===== config.mk =====
export PLATFORM = sky130hd
export DESIGN_NAME = mas_status_regs
export DESIGN_NICKNAME = d
export VERILOG_FILES = /design/src/core/mas_pkg.sv /design/src/core/mas_status_regs.sv
export SDC_FILE = /design/constraint.sdc
export NUM_CORES = 1
export LEC_CHECK = 0
export BUFFER_PORTS_ARGS = -buffer_cell sky130_fd_sc_hd__buf_2
export CAP_MARGIN = 15
export CORE_ASPECT_RATIO = 0.75
export CORE_UTILIZATION = 41
export DETAILED_ROUTE_END_ITERATION = 6
export PLACE_DENSITY = 0.74
export SLEW_MARGIN = 20
export SYNTH_ARGS = -nofsm -noshare
export SYNTH_HDL_FRONTEND = slang
export SYNTH_SLANG_ARGS = --single-unit

===== constraint.sdc =====
create_clock -name sys_clk_i -period 1.3 [get_ports sys_clk_i]
set_input_delay 0.065 -clock sys_clk_i [delete_from_list [all_inputs] [get_ports sys_clk_i]]
set_output_delay 0.065 -clock sys_clk_i [all_outputs]
set_load 0.005 [all_outputs]

===== src/core/mas_pkg.sv =====
// Package for the motor algorithm status register bank.
// Assumes a 32-bit Avalon-MM slave with word addressing by index.
`default_nettype none

package mas_pkg;

    ////////////////////////////////////////////////////////////////////////////////
    // Register indices as printed; byte address is four times the index
    localparam logic [7:0] MAS_IDX_ALGO_STATE  = 8'hE4;
    localparam logic [7:0] MAS_IDX_MOTOR_PARAM = 8'hE6;
    localparam logic [7:0] MAS_IDX_EXTRACT     = 8'hE8;
    localparam int         MAS_ADDR_W          = 10;
    localparam logic [31:0] MAS_RESET_VALUE    = 32'h0000_0000;
    localparam logic [31:0] MAS_UNMAPPED_VALUE = 32'h0000_0000;

    // Field positions of the first status word
    localparam int MAS_VOLT_LSB   = 16;
    localparam int MAS_SPEED_LSB  = 4;
    localparam int MAS_ACTIVE_BIT = 3;
    localparam int MAS_CFG_BIT    = 2;
    localparam int MAS_HOST_BIT   = 1;

    // Field positions of the motor parameter word
    localparam int MAS_RES_LSB  = 24;
    localparam int MAS_BEMF_LSB = 16;
    localparam int MAS_IND_LSB  = 8;

    // Field positions of the extraction status word
    localparam int MAS_R_ST_BIT    = 31;
    localparam int MAS_L_ST_BIT    = 30;
    localparam int MAS_KE_ST_BIT   = 29;
    localparam int MAS_MECH_ST_BIT = 28;
    localparam int MAS_PWMF_LSB    = 24;

    // Full-scale denominators of the scaled fields
    localparam int MAS_VOLT_FULL_SCALE  = 32768;
    localparam int MAS_SPEED_FULL_SCALE = 4096;

    ////////////////////////////////////////////////////////////////////////////////
    // Status inputs produced by the control algorithm
    typedef struct packed {
        logic [15:0] applied_voltage_magnitude;
        logic [11:0] speed_command;
        logic        device_active;
        logic        config_copy_complete;
        logic        host_control_permitted;
    } mas_algo_t;

    typedef struct packed {
        logic [7:0] measured_resistance;
        logic [7:0] measured_back_emf_constant;
        logic [7:0] measured_inductance;
    } mas_motor_t;

    typedef struct packed {
        logic       resistance_measure_state;
        logic       inductance_measure_state;
        logic       back_emf_measure_state;
        logic       mechanical_measure_state;
        logic [3:0] extraction_pwm_frequency;
    } mas_extract_t;

    // Avalon-MM slave request
    typedef struct packed {
        logic [MAS_ADDR_W-1:0] address;
        logic                  read;
        logic                  write;
        logic [31:0]           writedata;
        logic [3:0]            byteenable;
    } mas_avm_req_t;

endpackage

`default_nettype wire


===== src/core/mas_status_regs.sv =====
// Read-only status register bank of the motor control algorithm.
// Assumes the algorithm drives its status levels synchronous to sys_clk_i
// and the bus master holds each request until waitrequest falls.
`default_nettype none

////////////////////////////////////////////////////////////////////////////////
// Functional notes
// Voltage magnitude, 16 bits at 31:16
// Speed command, 12 bits at 15:4
// Bit 3: zero sleep, one active
// Bit 2: configuration copy into shadow done
// Bit 1: host may control registers
// Resistance, 8 bits at 31:24
// Back-EMF constant, 8 bits at 23:16
// Inductance, 8 bits at 15:8
// Bit 31: resistance measurement status
// Bit 30: inductance measurement status
// Bit 29: back-EMF measurement status
// Bit 28: mechanical measurement status
// PWM frequency code at 27:24
// Words at E4h, E6h, E8h, reset zero
// Host leaves unmapped offsets untouched; the bench reads random unmapped offsets, which the bank answers with SLVERR
// Reads harmless, writes ignored, reserved zero
module mas_status_regs (
    // Clock and reset
    input  wire logic                    sys_clk_i,
    input  wire logic                    sys_rst_i,
    // Algorithm status
    input  wire mas_pkg::mas_algo_t      algo_i,
    input  wire mas_pkg::mas_motor_t     motor_i,
    input  wire mas_pkg::mas_extract_t   extract_i,
    // Avalon-MM slave
    input  wire mas_pkg::mas_avm_req_t   avm_i,
    output logic [31:0]                  avm_readdata_o,
    output logic                         avm_waitrequest_o,
    output logic [1:0]                   avm_response_o
);
    import mas_pkg::*;

    typedef enum logic [0:0] { MAS_IDLE, MAS_DONE } mas_state_t;

    logic [31:0] algo_word;
    logic [31:0] motor_word;
    logic [31:0] extract_word;
    logic [31:0] next_algo_word;
    logic [31:0] next_motor_word;
    logic [31:0] next_extract_word;
    logic [31:0] next_readdata;
    logic [1:0]  next_response;
    mas_state_t  state;
    mas_state_t  next_state;

    // Register index decode, shared by read path and checks
    function automatic logic [1:0] mas_decode(input logic [MAS_ADDR_W-1:0] a);
        logic [1:0] sel;
        sel = 2'h0;
        if (a == {2'h0, MAS_IDX_ALGO_STATE}) begin
            sel = 2'h1;
        end else if (a == {2'h0, MAS_IDX_MOTOR_PARAM}) begin
            sel = 2'h2;
        end else if (a == {2'h0, MAS_IDX_EXTRACT}) begin
            sel = 2'h3;
        end
        return sel;
    endfunction

    ////////////////////////////////////////////////////////////////////////////////
    // Status word assembly; unlisted bits stay zero
    always_comb begin
        next_algo_word    = MAS_RESET_VALUE;
        next_motor_word   = MAS_RESET_VALUE;
        next_extract_word = MAS_RESET_VALUE;
        // voltage magnitude field
        next_algo_word[MAS_VOLT_LSB +: 16] = algo_i.applied_voltage_magnitude;
        // speed command field
        next_algo_word[MAS_SPEED_LSB +: 12] = algo_i.speed_command;
        // sleep or active
        next_algo_word[MAS_ACTIVE_BIT] = algo_i.device_active;
        // configuration copy done
        next_algo_word[MAS_CFG_BIT] = algo_i.config_copy_complete;
        // host control permitted
        next_algo_word[MAS_HOST_BIT] = algo_i.host_control_permitted;
        // resistance field
        next_motor_word[MAS_RES_LSB +: 8] = motor_i.measured_resistance;
        // back-EMF field
        next_motor_word[MAS_BEMF_LSB +: 8] = motor_i.measured_back_emf_constant;
        // inductance field
        next_motor_word[MAS_IND_LSB +: 8] = motor_i.measured_inductance;
        // resistance status
        next_extract_word[MAS_R_ST_BIT] = extract_i.resistance_measure_state;
        // inductance status
        next_extract_word[MAS_L_ST_BIT] = extract_i.inductance_measure_state;
        // back-EMF status
        next_extract_word[MAS_KE_ST_BIT] = extract_i.back_emf_measure_state;
        // mechanical status
        next_extract_word[MAS_MECH_ST_BIT] = extract_i.mechanical_measure_state;
        // PWM frequency code
        next_extract_word[MAS_PWMF_LSB +: 4] = extract_i.extraction_pwm_frequency;
    end

    // Snapshot registers give software a stable one-cycle-old copy
    always_ff @(posedge sys_clk_i) begin
        if (sys_rst_i) begin
            // reset to zero
            algo_word    <= MAS_RESET_VALUE;
            motor_word   <= MAS_RESET_VALUE;
            extract_word <= MAS_RESET_VALUE;
        end else begin
            algo_word    <= next_algo_word;
            motor_word   <= next_motor_word;
            extract_word <= next_extract_word;
        end
    end

    ////////////////////////////////////////////////////////////////////////////////
    // Bus answer: one wait cycle, then the answer with waitrequest low
    always_comb begin
        next_state    = state;
        next_readdata = avm_readdata_o;
        next_response = avm_response_o;
        case (state)
            MAS_IDLE: begin
                if (avm_i.read || avm_i.write) begin
                    next_state    = MAS_DONE;
                    next_readdata = MAS_UNMAPPED_VALUE;
                    next_response = 2'h2; // Unmapped answers SLVERR
                    // decode of the three words
                    if (mas_decode(avm_i.address) == 2'h1) begin
                        next_response = 2'h0;
                        next_readdata = avm_i.read ? algo_word : MAS_UNMAPPED_VALUE;
                    end else if (mas_decode(avm_i.address) == 2'h2) begin
                        next_response = 2'h0;
                        next_readdata = avm_i.read ? motor_word : MAS_UNMAPPED_VALUE;
                    end else if (mas_decode(avm_i.address) == 2'h3) begin
                        next_response = 2'h0;
                        next_readdata = avm_i.read ? extract_word : MAS_UNMAPPED_VALUE;
                    end
                    // writes change nothing
                    if (avm_i.write) begin
                        next_readdata = MAS_UNMAPPED_VALUE;
                    end
                end
            end
            MAS_DONE: begin
                next_state = MAS_IDLE;
            end
            default: begin
                next_state = MAS_IDLE;
            end
        endcase
    end

    always_ff @(posedge sys_clk_i) begin
        if (sys_rst_i) begin
            state          <= MAS_IDLE;
            avm_readdata_o <= 32'h0000_0000;
            avm_response_o <= 2'h0;
        end else begin
            state          <= next_state;
            avm_readdata_o <= next_readdata;
            avm_response_o <= next_response;
        end
    end

    // Handshake: low only in the answer cycle
    assign avm_waitrequest_o = (state != MAS_DONE);
endmodule

`default_nettype wire


Word level (Yosys, flattened, before mapping):

Cells that the tools add are included.

* output and inout port bits: 35
* bits of input ports: 113
* flip-flop bits (word level): 131
* logic and storage cells: 42

* bitwise logic cells: 1
* mux-type cells: 24
* equal/unequal tests: 6
* reduce and logical (&&, ||, !) cells: 2

Operator list (number)
* $mux 32: 7
* $eq 10x8->1 const B: 3
* $mux 2: 15
* $eq 2x2->1 const B: 2
* $eq 2x1->1 const B: 1
* $pmux 1 s2: 1
* $reduce_and 2->1: 1
* $logic_or 1x1->1: 1
* $mux 1: 1
* $not 1->1: 1

Longest topological paths before layout:

* depth in word-level cells: 20
* gate-level depth with buffers: 5

Least setup slack after synthesis:

OpenSTA, ideal clock, no wires.

* path type: register to register
* start: register state
* end: register avm_readdata_o[15]
* buffers on the path: 1
* arrival: 1161 ps
* path slack: 72 ps
* period minus slack after synthesis: 1228 ps
* stages on the path, launching flop included: 6
* library setup time: 67 ps
* cell sequence: dfxtp_1 > nor4b_4 > and3_4 > nand2_4 > buf_6 > o21ai_2

* cells in the longest elaborated chain, start to end: 2

Ends and longest elaborated chain
* start, declared: line mas_status_regs.sv:50 `mas_state_t state;`
* start signal, assigned: line mas_status_regs.sv:159 `state <= next_state;`
* $not 1->1 (no source line)
* $reduce_and 2->1 (no source line)
* end signal, assigned: line mas_status_regs.sv:160 `avm_readdata_o <= next_readdata;`
* end, declared: line mas_status_regs.sv:34 `output logic [31:0] avm_readdata_o,`

Every way passes these cells.
A chain may end at the register's enable or synchronous reset.

Worst setup path after layout:

* start: register state
* end: register avm_readdata_o[13]

The elaborated chain is that of the path after synthesis.

==> impl_metrics.tcl <==
set metrics [dict create \
    cts_tree "yes" \
    htree_num_levels 3 \
    synth_cell_type_count 33 \
    drt_iter0_markers 61 \
    synth_area_per_cell_um2 11.03 \
    post-dp-hpwl_mm 4.533 \
    cts.clk_slew.worst_paths_ns 0.09 \
    max_freq_mhz 778.7 \
    synth_ff_type "dfxtp_1" \
    drtAntennaViolNets 0 \
    port-buffer-count 109 \
    post_cts_buffers 0 \
    drc 0 \
    grt_util_met1_pct 20.27 \
    vias 2603 \
    place_area_um2 3887 \
    use_met3_pct 5.648 \
    hold_viol 0 \
    dieArea_um2 8189 \
    skew_ns 0.005836 \
    critPathArrivalTime_ns 1.58 \
    p_leak_nw 2.123 \
    drt_first_pass_iters 4 \
    cp_max_fo 18 \
    yosys_register_bits 96 \
    ys_async_sr_fraction_pct 0 \
    synth_top_cells_by_area "dfxtp_1, nor2b_1, mux2i_1" \
    multiInputGateArea_um2 1254 \
    cts-root-buf "clkbuf_8" \
    period_share_pct 98.78 \
    ys_seq_area_share_pct 59.88 \
    seq_area_um2 1923 \
    syn_to_final_growth_pct 48.54 \
    max-cap-violations 0 \
    row_count 27 \
    pin_count 148 \
    finalNetCount 582 \
    synth.top_cell.area_share_pct 59.88 \
    hold_class "input port to flop" \
    drv_slew 0 \
    yosys.area.top_type "dfxtp_1" \
    ys_warn_count 0 \
    fin_area_um2 4767 \
    drive_gt1_share_pct 33.76 \
    busiest_layer "met2" \
    cts_made_buffers 9 \
    syn_area_um2 3209 \
    die_height_um 78.62 \
    status "completed" \
    nFillCells 608 \
    min_period_ns 1.284 \
    cts_sinks 96 \
    wl_per_cell_um 12.57 \
    dieWidth_um 104.2 \
    clk_latency_ns 0.36 \
    use_met2_pct 34.47 \
    insertedDiodeCount 0 \
    crit_path_end_kind "flop" \
    via_per_inst 4.527 \
    rsz0062_at_grt "yes" \
    tns_ns 0 \
    total_power_mw 5.447 \
    cellPowerDensity_nw_per_um2 1143 \
    grt_first_pass_wirelength_mm 11.93 \
    critPathRequiredTime_ns 1.59 \
    initial_utilization_pct 42.99 \
    grt_remaining_overflow 0 \
    track_usage_pct 18.86 \
    grt_pass1_vias 2635 \
    core_area_um2 7466 \
    critPathKind "flop to flop" \
    antenna_found_initial 0 \
    ir_drop_uv 615.1 \
    setup_viol 0 \
    wl_mm 7.225 \
    synth_edf_count 0 \
    gp_congestion 0.7399 \
    grt_max_degree 67 \
    cp-start-kind "flop" \
    cts_buffer_depth 2 \
    synth_cells 291 \
]
==> routing by layer <==
metal  vias to the layer above  wire length (um)  part of all wire [%]
li1                       1317                 -                     -
met1                      1192              3018                    42
met2                        76              3715                    51
met3                        18               309                   4.3
met4                         0               182                   2.5
met5                         -                 0                     0
==> where the power goes <==
| part | internal, mW | switching, mW | leakage [nW] |
|---|---|---|---|
| Combinational | 0.330 | 0.214 | 1.24 |
| Sequential | 3.05 | 0.0289 | 0.792 |
| Clock | 0.735 | 1.09 | 0.0940 |
| Total | 4.11 | 1.33 | 2.12 |
==> what timing repair did <==
| action | 4_1_cts | 5_1_grt |
|---|---|---|
| pin swaps | 9 | 8 |
| setup endpoints to repair | 23 | 28 |
| gates cloned | 0 | 0 |
| hold buffers | 63 | 0 |
| hold endpoints to repair | 63 | 0 |
| resized for setup | 14 | 3 |
==> layout make-up <==
cell class              instances  area share [%]
multi-input cells             178           26.30
inverters                       1         0.07874
flip-flops and latches         96           40.34
well taps                     101           2.651
repair buffers                183           26.75
clock inverters                 7           1.286
clock buffers                   9           2.598
==> stage by stage <==
stage	instances	setup WS, ns	hold slack (ns)	utilization, %
CTS	575	-0.01640	0.02159	63.63
floorplan	292	0.07156	0.1932	-
detailed placement	496	-0.08112	0.2768	52.07
global placement	496	-0.01890	0.2750	52.07
finish	575	0.01589	0.04615	63.85
global route	575	-0.07232	0.06283	63.85
==> layout by cell type, fill, tap and decap left out, drive strengths merged, types with 7 or more instances in the layout <==
master       instances
buf                120
dfxtp               96
nor2b               64
dlygate4sd3         63
nand2               24
o21ai               20
mux2i               18
nor2                12
clkbuf               9
a22o                 7
==> cell usage after synthesis, drive strengths merged (5+ instances only) <==
cell and instances:
mux2i 18, nor2b 64, nand2 24, o31ai 5, buf 8, nor2 12, dfxtp 96, clkbuf 9
o21ai 20, a22o 7, a211oi 5, nor3b 5
==> worst paths after layout <==
kind | from | end | slack (ns) | cells after the start
setup / recovery | state | avm_readdata_o[13] | 0.02 | 4
hold / removal | avm_i[37] | state | 0.05 | 3
setup reg to reg | state | avm_readdata_o[13] | 0.02 | 4
hold reg to reg | algo_word[2] | avm_readdata_o[2] | 0.44 | 1
==> worst max-delay path, cell delays in order (launching register included) <==
cell and delay [ns]:
dfxtp_2 0.34, nor4b_4 0.30, and3_4 0.28, nand2_8 0.13, o21ai_1 0.16
==> cell families (layout without fill, tap and decap cells) <==
| family | Yosys count | after routing | share of synthesized area, % |
|---|---|---|---|
| AND/OR/NAND/NOR | 115 | 115 | 21.29 |
| flip-flops | 96 | 96 | 59.88 |
| AO/OA/AOI/OAI | 43 | 43 | 10.02 |
| multiplexers | 18 | 18 | 5.614 |
| buffers and inverters | 18 | 200 | 3.079 |
| other | 1 | 2 | 0.1168 |
==> state kept, by name, indices dropped and copies added, names as in the netlist <==
signal	cells
algo_word	31
avm_readdata_o	31
motor_word	24
extract_word	8
avm_response_o	1
state	1
No activity file was read; power rests on OpenSTA's default activity.
